===== config.mk =====
export PLATFORM = sky130hd
export DESIGN_NAME = acc_host
export DESIGN_NICKNAME = d
export VERILOG_FILES = /design/src/acc_pkg.sv /design/src/acc_host.sv
export SDC_FILE = /design/constraint.sdc
export NUM_CORES = 1
export LEC_CHECK = 0
export BUFFER_PORTS_ARGS = -buffer_cell sky130_fd_sc_hd__clkbuf_2
export CORE_MARGIN = 3
export CORE_UTILIZATION = 25
export CTS_BUF_LIST = sky130_fd_sc_hd__clkbuf_2
export DETAILED_ROUTE_END_ITERATION = 10
export HOLD_SLACK_MARGIN = 0.1
export PLACE_DENSITY_LB_ADDON = 0.08
export RECOVER_POWER = 50
export SYNTH_ARGS = -nofsm -noshare
export SYNTH_HDL_FRONTEND = slang
export SYNTH_SLANG_ARGS = --single-unit

===== constraint.sdc =====
create_clock -name ref_clk -period 2.3 [get_ports ref_clk]
set_input_delay 0.46 -clock ref_clk [delete_from_list [all_inputs] [get_ports ref_clk]]
set_output_delay 0.46 -clock ref_clk [all_outputs]
set_load 0.1 [all_outputs]

===== src/acc_pkg.sv =====
// package: constants and types of the converter bus host
// Summary of operation
// - both selects must be low for the converter to read or convert
// - host holds a select low at least 300 ns to start a conversion
// - stand-alone: selects driven together, direction low requests conversion
// - single stand-alone: host raises direction after conversion starts
// - continuous: raise direction only while status is high; host ignores status once a stop meets cnt >= CONT_CYCLES + CONV_CYCLES * 2
// - continuous direction low pulse lasts at least 10.25 us
// - host takes coding and polarity selects from the start write, so they can change on the same edge as the selects fall
package acc_pkg;
  localparam int CLK_PERIOD_PS = 4000;
  localparam int WRITE_PULSE_NS = 300;
  localparam int BUS_ACCESS_DELAY_NS = 250;
  localparam int OUTPUT_FLOAT_DELAY_NS = 150;
  localparam int CONVERT_START_DELAY_NS = 700;
  localparam int CONV_TIME_NS = 10000;
  localparam int CONT_PULSE_PS = 10250000;
  localparam int WRITE_PULSE_CYC = (WRITE_PULSE_NS * 1000 + CLK_PERIOD_PS - 1) / CLK_PERIOD_PS;
  localparam int ACCESS_CYC = (BUS_ACCESS_DELAY_NS * 1000 + CLK_PERIOD_PS - 1) / CLK_PERIOD_PS;
  localparam int FLOAT_CYC = (OUTPUT_FLOAT_DELAY_NS * 1000 + CLK_PERIOD_PS - 1) / CLK_PERIOD_PS;
  localparam int START_CYC = (CONVERT_START_DELAY_NS * 1000 + CLK_PERIOD_PS - 1) / CLK_PERIOD_PS;
  localparam int CONV_CYC = (CONV_TIME_NS * 1000 + CLK_PERIOD_PS - 1) / CLK_PERIOD_PS;
  localparam int CONT_CYC = (CONT_PULSE_PS + CLK_PERIOD_PS - 1) / CLK_PERIOD_PS;
  localparam logic [3:0] REG_CTRL = 4'h0;
  localparam logic [3:0] REG_STATUS = 4'h4;
  localparam logic [3:0] REG_DATA = 4'h8;
  localparam logic [3:0] REG_COUNT = 4'hc;
  localparam int CTRL_START = 0;
  localparam int CTRL_CONT = 1;
  localparam int CTRL_STOP = 2;
  localparam int CTRL_POL = 3;
  localparam int CTRL_CODE = 4;
  localparam logic [7:0] DATA_RESET = 8'h00;

  typedef struct packed {
    logic sel_a_n;
    logic sel_b_n;
    logic dir;
    logic polarity;
    logic coding;
  } acc_pins_type;

  typedef struct packed {
    logic [3:0] addr;
    logic [31:0] wdata;
    logic wr;
    logic rd;
  } acc_req_type;

  typedef enum {
    ST_IDLE, ST_CONV_PULSE, ST_CONV_WAIT, ST_CONT, ST_CONT_END, ST_READ, ST_RELEASE
  } acc_state_type;
endpackage


===== src/acc_host.sv =====
// host controller that drives the converter pins
//
// The placing of the registers and strobed register access are this design's own decisions.
`timescale 1ns/1ps
module acc_host #(
  parameter int CONV_CYCLES = acc_pkg::CONV_CYC,
  parameter int CONT_CYCLES = acc_pkg::CONT_CYC
) (
  input wire logic ref_clk,
  input wire logic reset_n,
  input wire acc_pkg::acc_req_type req,
  output logic [31:0] rdata,
  output acc_pkg::acc_pins_type pins,
  input wire logic status_in,
  input wire logic [7:0] data_in,
  output logic busy
);
  import acc_pkg::*;

  // ------------------------------------------------------------
  // parameter check
  // ------------------------------------------------------------
  // the cycle counter is 24 bits wide; the longest wait must fit
  if (CONV_CYCLES < 2 || CONT_CYCLES <= CONV_CYCLES ||
      CONT_CYCLES + CONV_CYCLES * 2 >= 24'hffffff) begin : g_bad_cycles
    $error("acc_host: bad cycle counts");
  end

  // ------------------------------------------------------------
  // status pin synchroniser
  // ------------------------------------------------------------
  // a change counts once the second and third flops agree
  logic [2:0] stat_sync;
  logic stat_q;
  wire stat_agree = (stat_sync[1] == stat_sync[2]);
  wire stat_next = stat_agree ? stat_sync[1] : stat_q;
  always_ff @(posedge ref_clk or negedge reset_n) begin
    if (!reset_n) begin
      stat_sync <= 3'h0;
      stat_q <= 1'b0;
    end else begin
      stat_sync <= {stat_sync[1:0], status_in};
      stat_q <= stat_next;
    end
  end
  // edges of the filtered status
  wire stat_rise = stat_next & ~stat_q;
  wire stat_fall = ~stat_next & stat_q;

  // ------------------------------------------------------------
  // command decode
  // ------------------------------------------------------------
  acc_state_type state, next_state;
  logic [23:0] cnt, next_cnt;
  logic [7:0] result;
  logic [15:0] conv_count;
  logic pol, code, stop_req, timeout;
  wire ctrl_wr = req.wr && req.addr == REG_CTRL;
  wire go_single = ctrl_wr && req.wdata[CTRL_START] && state == ST_IDLE;
  wire go_cont = ctrl_wr && req.wdata[CTRL_CONT] && state == ST_IDLE;
  wire go_stop = ctrl_wr && req.wdata[CTRL_STOP];
  wire idle = state == ST_IDLE;
  // unmapped addresses read as zero
  wire [31:0] rd_mux =
    req.addr == REG_STATUS ? {29'h0, timeout, stat_q, ~idle} :
    req.addr == REG_DATA ? {24'h0, result} :
    req.addr == REG_COUNT ? {16'h0, conv_count} :
    req.addr == REG_CTRL ? {27'h0, code, pol, 3'h0} : 32'h0;

  // ------------------------------------------------------------
  // sequencer
  // ------------------------------------------------------------
  // pin levels follow the current state and are registered at the outputs
  logic sel_n, dir;
  always_comb begin
    next_state = state;
    next_cnt = cnt + 24'h1;
    sel_n = 1'b1;
    dir = 1'b1;
    unique case (state)
      ST_IDLE: begin
        next_cnt = 24'h0;
        if (go_single || go_cont) begin
          next_state = go_cont ? ST_CONT : ST_CONV_PULSE;
        end
      end
      ST_CONV_PULSE: begin
        sel_n = 1'b0;
        dir = 1'b0;
        if (cnt >= 24'(WRITE_PULSE_CYC + START_CYC)) begin
          next_state = ST_CONV_WAIT;
          next_cnt = 24'h0;
        end
      end
      ST_CONV_WAIT: begin
        sel_n = 1'b0;
        // direction back high so result is driven at completion
        if ((cnt > 24'(START_CYC) && stat_fall) || cnt >= 24'(CONV_CYCLES * 2)) begin
          next_state = ST_READ;
          next_cnt = 24'h0;
        end
      end
      ST_CONT: begin
        sel_n = 1'b0;
        dir = 1'b0;
        // raise direction right after status rises
        // a late filtered level could already have fallen at the pin
        if (stop_req && cnt >= 24'(CONT_CYCLES) && stat_rise) begin
          next_state = ST_CONT_END;
          next_cnt = 24'h0;
        end else if (stop_req && cnt >= 24'(CONT_CYCLES + CONV_CYCLES * 2)) begin
          // stop past CONT_CYCLES + CONV_CYCLES * 2 with no status rise this cycle: leave, wait ends on status fall or time out
          next_state = ST_CONT_END;
          next_cnt = 24'h0;
        end
      end
      ST_CONT_END: begin
        sel_n = 1'b0;
        if (stat_fall || cnt >= 24'(CONV_CYCLES * 2)) begin
          next_state = ST_READ;
          next_cnt = 24'h0;
        end
      end
      ST_READ: begin
        sel_n = 1'b0; // hold selects through access time
        if (cnt >= 24'(ACCESS_CYC + 2)) begin
          next_state = ST_RELEASE;
          next_cnt = 24'h0;
        end
      end
      ST_RELEASE: begin
        if (cnt >= 24'(FLOAT_CYC)) begin // wait for bus float
          next_state = ST_IDLE;
        end
      end
    endcase
  end
  // sample the bus on the last read cycle, well past the access time
  wire capture = state == ST_READ && cnt == 24'(ACCESS_CYC + 2);
  // give up after twice the conversion time
  wire tmo_next = (state == ST_CONV_WAIT || state == ST_CONT_END) &&
    cnt >= 24'(CONV_CYCLES * 2);

  // ------------------------------------------------------------
  // registers: sequencer state and cycle counter
  // ------------------------------------------------------------
  always_ff @(posedge ref_clk or negedge reset_n) begin
    if (!reset_n) begin
      state <= ST_IDLE;
      cnt <= 24'h0;
    end else begin
      state <= next_state;
      cnt <= next_cnt;
    end
  end

  // ------------------------------------------------------------
  // configuration and stop request
  // ------------------------------------------------------------
  // coding and polarity only change between conversions
  always_ff @(posedge ref_clk or negedge reset_n) begin
    if (!reset_n) begin
      pol <= 1'b0;
      code <= 1'b0;
    end else if (ctrl_wr && idle) begin
      pol <= req.wdata[CTRL_POL];
      code <= req.wdata[CTRL_CODE];
    end
  end

  // a stop written in the same cycle as the idle clear is kept
  always_ff @(posedge ref_clk or negedge reset_n) begin
    if (!reset_n) begin
      stop_req <= 1'b0;
    end else if (go_stop) begin
      stop_req <= 1'b1;
    end else if (idle) begin
      stop_req <= 1'b0;
    end
  end

  // ------------------------------------------------------------
  // result, conversion count and timeout flag
  // ------------------------------------------------------------
  always_ff @(posedge ref_clk or negedge reset_n) begin
    if (!reset_n) begin
      result <= DATA_RESET;
    end else if (capture) begin
      result <= data_in;
    end
  end

  always_ff @(posedge ref_clk or negedge reset_n) begin
    if (!reset_n) begin
      conv_count <= 16'h0;
    end else if (stat_rise) begin
      conv_count <= conv_count + 16'h1;
    end
  end

  // sticky until the next start
  always_ff @(posedge ref_clk or negedge reset_n) begin
    if (!reset_n) begin
      timeout <= 1'b0;
    end else if (tmo_next) begin
      timeout <= 1'b1;
    end else if (go_single || go_cont) begin
      timeout <= 1'b0;
    end
  end

  // ------------------------------------------------------------
  // registered outputs
  // ------------------------------------------------------------
  always_ff @(posedge ref_clk or negedge reset_n) begin
    if (!reset_n) begin
      rdata <= 32'h0;
      pins <= '{sel_a_n: 1'b1, sel_b_n: 1'b1, dir: 1'b1, polarity: 1'b0, coding: 1'b0};
      busy <= 1'b0;
    end else begin
      rdata <= req.rd ? rd_mux : 32'h0;
      pins <= '{sel_a_n: sel_n, sel_b_n: sel_n, dir: dir, polarity: pol, coding: code};
      busy <= next_state != ST_IDLE;
    end
  end
endmodule


==> summary.md, run 1 <==
| Metric | Value |
|---|---|
| Worst-Margin Slew | `between 1 and 1.5 ns` |
| TritonCTS clock tree | `yes` |
| Routed vias | `3421` |
| Hpwl dp | `7.751 mm` |
| Post-synthesis sequential area ratio | `between 50% and 60%` |
| Syn Area/Cell | `10.49 um^2` |
| Minimum clock period | `2.215 ns` |
| P per Cell Area | `between 500 and 600 mW/mm^2` |
| Die width | `146.4 um` |
| Number of synthesized flops with an enable pin | `0` |
| GRT Overall Usage | `10.36%` |
| Largest net degree at the start of global routing | `51` |
| Clock Root Buffer | `clkbuf_2` |
| First-pass GRT wire length | `18.08 mm` |
| Status | `completed` |
| Most frequent cells in the layout | `dfrtp_1 (107), clkbuf_2 (52), nand2_1 (40)` |
| Reg-to-Reg Start | `cnt[21]` |
| DR vias/cell | `4.287` |
| Drt pass-1 iters | `4` |
| Skew final | `0.05327 ns` |
| Min-Delay Path Class | `input port to flip-flop` |
| Crit Reg-Reg Endpoint | `result[0]` |
| Final hold vios | `0` |
| Layout cells sized above 1 | `24.35%` |
| Setup Viol. Count Final | `0` |
| Synth area leader | `dfrtp_1` |
| Die H | `146.4 um` |
| Crit end category | `flip-flop` |
| Worst Path Arrival | `2.80 ns` |
| Multi-input gate area | `between 0.0015 and 0.002 mm^2` |
| FFs w/ async S/R, synth | `100.0%` |
| Number of I/O port buffers | `43` |
| Crit path kind | `flip-flop to flip-flop` |
| Clock Sinks | `109` |
| Share of Yosys cell area claimed by the top area cell type | `between 50 and 60%` |
| Setup TNS | `0 ns` |
| I/O pin cnt | `87` |
| Num rows | `50` |
| CTS Buffer Depth | `2` |
| Worst vdd ir | `229.2 uV` |
| H-tree Lvls | `3` |
| Worst EP required | `2.88 ns` |
| Hold Crit Start | `req[2]` |
| R2R cell count | `7` |
| Worst R2R Setup Slack | `0.09 ns` |
| Synth top area cells | `dfrtp_1 (54%), xor2_1 (3.7%), a21oi_1 (3.2%), nand2_1 (3.0%), xnor2_1 (3.0%)` |
| Fill cell count | `2010` |
| Storage element area | `between 0.002 and 0.003 mm^2` |
| Setup WS post-layout | `0.08519 ns` |
| DIE AREA | `0.02144 mm^2` |
| Post-Syn Area | `0.004931 mm^2` |
| Period utilisation layout | `96.30%` |
| Leading cell type in the layout, fill and taps excluded | `dfrtp_1` |
| Clock slew at reported path FFs | `around 0.34 ns` |
| CP Max Fanout | `8` |
| Area Overhead vs Synth | `20.20%` |
| Worst path top cell family by delay | `simple AND/OR/NAND/NOR gates` |
| # nets final | `587` |
| Cells along the critical path | `nor4_1 > buf_4 > and3_4 > nand2_1 > nor4_4 > buf_12 > mux2_2` |
| Slew Viols, Final | `0` |
| Starting Density | `between 20% and 30%` |
| Max Clk Rate | `451.5 MHz` |
| Number of max-cap violations | `0` |
| Final WL | `10.85 mm` |
| Worst-Skew Late Latency | `between 0.6 and 0.7 ns` |
| Synth cell types | `58` |
| Vias in the first global route | `3426` |
| CP max stage delay | `between 0.4 and 0.5 ns` |
| Synth Flop Type | `dfrtp_1` |
| Routed Antenna Nets | `0` |
| Iter 0 DRT Violations | `151` |
| DRC errors left | `0` |
| CTS Buf Count | `9` |
| Max_slew headroom | `19.84%` |
| Leak | `2.771 nW` |
| Mapped Cells | `470` |
| Initial antenna violation count | `0` |
| Hold EP | `timeout` |
| Pre-CTS worst setup slack | `-0.005600 ns` |
| Buf+Inv Stages, Crit Path | `2` |
| Crit-path slowest cell | `dfrtp_1` |
| Crit path launch type | `flip-flop` |
| Gpl congestion | `0.7878` |
| Diodes inserted | `0` |
| Grt ovf | `0` |
| Synth Register Bits | `109` |
| WL/cell | `approximately 14 um` |
| Ys Warns | `0` |
| Core area | `0.01902 mm^2` |
| Hold Crit Depth | `4` |
==> worst max path at each step <==
stage | start | end | slack (ns) | depth (start not counted)
after global routing | state[29] | result[7] | -0.01 | 7
after CTS | state[8] | result[7] | 0.005 | 7
after floorplan | state[8] | result[0] | 0.21 | 6
after global placement | state[8] | result[7] | -0.02 | 7
after detailed placement | state[24] | busy | -0.006 | 7
final | cnt[21] | result[0] | 0.09 | 7
==> per-stage QoR <==
| stage | power, mW | cell area [um^2] | hold slack (ns) | instances | utilization, % |
|---|---|---|---|---|---|
| finish | 3.299 | 5927 | 0.2112 | 798 | 31.16 |
| global route | 3.473 | 5927 | 0.1558 | 798 | 31.16 |
| CTS | 3.391 | 5817 | 0.1339 | 794 | 30.59 |
| detailed placement | 2.354 | 5468 | 0.3634 | 758 | 28.75 |
| global placement | 2.354 | 5468 | 0.3572 | 758 | 28.75 |
| floorplan | 2.269 | 4987 | 0.1644 | 485 | - |
==> logic make-up (layout without fill, tap and decap cells) <==
logic type	Yosys count	count (layout)	share of synthesized area (%)
other cells	1	16	0.07605
flops	109	109	55.37
fa+ha+maj	6	6	1.472
xor+xnor	38	38	6.750
mux	8	8	1.827
buf+inv	73	126	7.815
simple gates	157	157	16.93
compound gates	78	78	9.769
==> cell usage after synthesis, types with 2 or more instances <==
cell        n
nor3_1     12
a22oi_1     3
a211oi_1    3
o21ai_0    16
nor2b_1     3
a32oi_1     2
mux2_2      8
and3b_1     2
inv_1      10
clkbuf_1   33
o31ai_1     2
and4_1      3
ha_1        5
and3_1      7
clkbuf_8    3
nor4_4      2
dfrtp_1   107
nand3b_1    2
or3_1       2
and2_1     11
buf_2       8
buf_4      17
xor2_1     21
nor2_1     25
a21boi_0    2
a31oi_1     3
nand4_1    11
dfstp_2     2
nand2_1    40
a211o_1     3
nor4_1     11
and3_2      2
nand3_1    17
xnor2_1    17
a21oi_1    32
==> state kept, by name, summed over array words and instances, names as in the netlist, 3 cells and up <==
register and flops:
pins 4, rdata 16, stat_sync 3, conv_count 16, state 32, cnt 24, result 8
==> per-layer routing <==
metal,routed length [um],track usage [%],share of wire [%]
met3,436,3.166,4.0
met1,5319,14.16,49
met2,4938,16.28,46
met4,152,2.258,1.4
met5,0,0,0
==> report_power, final <==
part / total (mW) / leakage, nW / internal, mW / switching, mW
clock network: 0.955 / 0.0784 / 0.203 / 0.752
logic: 0.316 / 1.25 / 0.0840 / 0.232
registers: 2.03 / 1.44 / 1.97 / 0.0579
==> layout make-up <==
type | instances | share of cell area [%]
clock buffers | 9 | 0.7600
well taps | 260 | 5.489
repair buffers | 100 | 12.05
inverters | 10 | 0.6333
multi-input cells | 303 | 33.59
flip-flops and latches | 109 | 46.06
clock inverters | 7 | 1.414
==> repair_timing <==
| action | 4_1_cts | 5_1_grt |
|---|---|---|
| setup endpoints to repair | 1 | 34 |
| buffers inserted | 0 | 3 |
| gates cloned | 0 | 1 |
| pin swaps | 1 | 11 |
| hold buffers | 20 | 0 |
| endpoints found under the hold margin | 128 | 0 |
| resized for setup | 3 | 22 |
==> tightest hold or removal path: stages <==
cell and delay, ns:
clkbuf_2 0.08, nor2_1 0.15, o31ai_1 0.09, o31ai_1 0.06
(Power assumes the default switching activity.)
==> run 2, diff against run 1 <==
--- a/config.mk
+++ b/config.mk
@@ -6,4 +6,5 @@
 export NUM_CORES = 1
 export LEC_CHECK = 0
+export ABC_AREA = 1
 export BUFFER_PORTS_ARGS = -buffer_cell sky130_fd_sc_hd__clkbuf_2
 export CORE_MARGIN = 3
@@ -12,5 +13,5 @@
 export DETAILED_ROUTE_END_ITERATION = 10
 export HOLD_SLACK_MARGIN = 0.1
-export PLACE_DENSITY_LB_ADDON = 0.08
+export PLACE_DENSITY = 0.4
 export RECOVER_POWER = 50
 export SYNTH_ARGS = -nofsm -noshare
==> constraint.sdc (replaced) <==
create_clock -name ref_clk -period 2.3 [get_ports ref_clk]
set_input_delay 0.115 -clock ref_clk [delete_from_list [all_inputs] [get_ports ref_clk]]
set_output_delay 0.115 -clock ref_clk [all_outputs]
set_load 0.1 [all_outputs]
==> run 2 against run 1 <==
Compared with the run above: first-iteration DRC count up 51%; die area up 11%; clock power up 3.2%; sequential power about the same; register-to-register slack better by 0.07 ns; core utilization down 0.37 points; critical path type unchanged; critical endpoint is now code.
==> summary.md, run 2 <==
| Metric | Value |
|---|---|
| Status | `completed` |
| Top flop regs | `state: 32 flops, cnt: 24 flops` |
| Clock Root Buffer | `clkbuf_2` |
| H-tree Lvls | `3` |
| Total power | `3.356 mW` |
| Share of Yosys cell area claimed by the top area cell type | `48.77%` |
| Fill cell count | `~2300` |
| Minimum clock period | `~2.1 ns` |
| Final hold vios | `0` |
| Mapped Cells | `667` |
| Drt pass-1 iters | `4` |
| TritonCTS clock tree | `yes` |
| Largest net degree at the start of global routing | `110` |
| Reg-to-Reg Start | `state[25]` |
| Most frequent cells in the layout | `nand2_1 (122), nor2_1 (113), dfrtp_1 (102)` |
| Crit path launch | `state[25]` |
| Syn Area/Cell | `8.231 um^2` |
| Num rows | `53` |
| Leading cell type in the layout, fill and taps excluded | `nand2_1` |
| DRC errors left | `0` |
| Core area | `0.02129 mm^2` |
| Crit path launch type | `flip-flop` |
| DR vias/cell | `4.185` |
| Number of synthesized flops with an enable pin | `0` |
| Starting Density | `between 20% and 30%` |
| Area Overhead vs Synth | `19.39%` |
| Hold slack final | `0.2421 ns` |
| GRT Overall Usage | `a little over a tenth` |
| Max Clk Rate | `approximately 470 MHz` |
| Post-synthesis sequential area ratio | `49.73%` |
| Period utilisation layout | `93.45%` |
| Final instance area | `0.006555 mm^2` |
| Vias in the first global route | `4315` |
| Routed Antenna Nets | `0` |
| Initial antenna violation count | `1` |
| Synth Register Bits | `about 110` |
| CP Max Fanout | `10` |
| Grt ovf | `0` |
| Synth Area in XOR/XNOR | `4.786%` |
| P per Cell Area | `~510 mW/mm^2` |
| Clock Sinks | `109` |
| Worst-Margin Slew | `0.5830 ns` |
| Number of I/O port buffers | `43` |
| Synth cell types | `40` |
| DIE AREA | `approximately 0.024 mm^2` |
| CTS Buf Count | `9` |
| Hpwl dp | `9.087 mm` |
| Clock slew at reported path FFs | `0.30 ns` |
| Final WL | `12.43 mm` |
| Largest register FFs | `32` |
| Min-Delay Path Class | `input port to flip-flop` |
| Combinational family with the most area after synthesis | `simple AND/OR/NAND/NOR gates` |
| Worst EP required | `~2.9 ns` |
| Synth top area cells | `dfrtp_1 (49%), nor2_1 (9.0%), nand2_1 (8.5%), inv_1 (5.1%), xor2_1 (3.8%)` |
| Leak | `about 3.3 nW` |
| Crit path kind | `flip-flop to flip-flop` |
| I/O pin cnt | `87` |
| Die width | `154.2 um` |
| Slew Viols, Final | `0` |
| Worst-Skew Late Latency | `roughly 0.6 ns` |
| FFs w/ async S/R, synth | `between 90% and 100%` |
| Layout cells sized above 1 | `19.54%` |
| Die H | `roughly 150 um` |
| Iter 0 DRT Violations | `228` |
| Synth Area in Compound Gates | `3.099%` |
| Worst R2R Setup Slack | `between 0.15 and 0.2 ns` |
| # nets final | `786` |
| Crit end category | `flip-flop` |
| Mux contribution to synthesized area | `1.641%` |
| Routed vias | `4239` |
| Cell area after placement | `0.005941 mm^2` |
| Skew final | `slightly below 0.04 ns` |
| Setup Viol. Count Final | `0` |
| WL/cell | `12.27 um` |
| Number of max-cap violations | `0` |
| Synth area leader | `dfrtp_1` |
| Max_slew headroom | `61.14%` |
| Hold Crit Start | `data_in[5]` |
| CTS Buffer Depth | `2` |
| Simple-gate share of the synthesized area | `28.94%` |
| Most frequent cells after synthesis | `nor2_1 (131), nand2_1 (125), dfrtp_1 (107)` |
| Top-count cell post-synth | `nor2_1` |
| Largest register by flop count | `state` |
| First-pass GRT wire length | `21.05 mm` |
| Adder-Cell Fraction of Synth Area | `1.139%` |
| Worst Path Arrival | `2.72 ns` |
| Synth Flop Type | `dfrtp_1` |
| Ys Warns | `0` |
| Worst vdd ir | `275.2 uV` |
| Post-Syn Area | `around 0.0055 mm^2` |
| Gpl congestion | `0.8424` |
-- run 2: cell types whose count changed in the layout (fill, tap and decap cells not counted), sizes merged, moves of 9 or more --
| cell | previous run | this run |
|---|---|---|
| and3 | 9 | 0 |
| dlygate4sd3 | 20 | 31 |
| a21oi | 32 | 9 |
| xnor2 | 17 | 6 |
| nor2 | 26 | 139 |
| inv | 15 | 78 |
| buf | 34 | 17 |
| nor3 | 12 | 24 |
| and2 | 12 | 0 |
| nand2 | 41 | 131 |
| nand3 | 17 | 42 |
-- run 2: cell families after synthesis --
| kind of cell | after synthesis |
|---|---|
| other | 1 |
| DFF | 109 |
| adders and majority gates | 5 |
| buffers and inverters | 130 |
| AOI/OAI and AO/OA | 29 |
| xor gates and xnor gates | 30 |
| and+or+nand+nor | 355 |
| muxes | 8 |
-- run 2: layer usage --
metal	vias up	share of wire [%]	track usage (%)
met5	-	0	0
met4	0	0.93	2.271
met3	9	4.3	2.882
met2	79	45	16.85
met1	1984	50	15.10
li1	2167	-	-
-- run 2: critical path, cell delays in order, from the launching register on --
cell	delay (ns)
dfrtp_1	0.45
nor2_2	0.13
nand2_1	0.06
nor2_1	0.20
nand2_4	0.16
inv_4	0.13
nand3_4	0.10
nor2_2	0.11
buf_4	0.12
nand2_1	0.05
dlygate4sd3_1	0.56
nand2_1	0.07
-- run 2: area by class of cell --
class	instances	area, um^2	share of cell area [%]
Inverter	77	294.0	4.486
Multi-Input combinational cell	443	2351	35.87
Timing Repair Buffer	92	690.7	10.54
Clock inverter	6	86.33	1.317
Tap cell	275	344.1	5.249
Sequential cell	109	2736	41.74
Clock buffer	10	50.05	0.7635
Antenna cell	1	2.502	0.03818
-- run 2: stage by stage --
step	setup slack (ns)	utilization [%]	std cells	setup TNS (ns)
after CTS	0.02724	29.96	1006	0
final	0.1506	30.79	1013	0
after global placement	0.1176	27.91	960	0
after global routing	-0.07004	30.79	1013	-0.1950
after detailed placement	0.1333	27.91	960	0
after floorplan	0.4522	-	682	0
-- run 2: repair_timing --
item | in CTS | in global routing
endpoints found under the hold margin | 141 | 1
endpoints found under the setup margin | 0 | 32
resized for setup | 0 | 43
setup buffers | 0 | 5
hold buffers | 30 | 1
-- run 2: worst paths after layout --
path	end	cells past startpoint
worst max-delay path	code	11
worst min-delay path	result[5]	3
worst max register to register	code	11
worst min register to register	stat_sync[1]	0
max in group asynchronous	cnt[4]	4
min in group asynchronous	conv_count[7]	4
-- run 2: report_power, final --
group | leakage [nW] | total (mW) | internal, mW | switching, mW
clock network | 0.0823 | 0.986 | 0.364 | 0.622
logic | 1.77 | 0.353 | 0.0922 | 0.261
registers | 1.44 | 2.02 | 1.97 | 0.0433
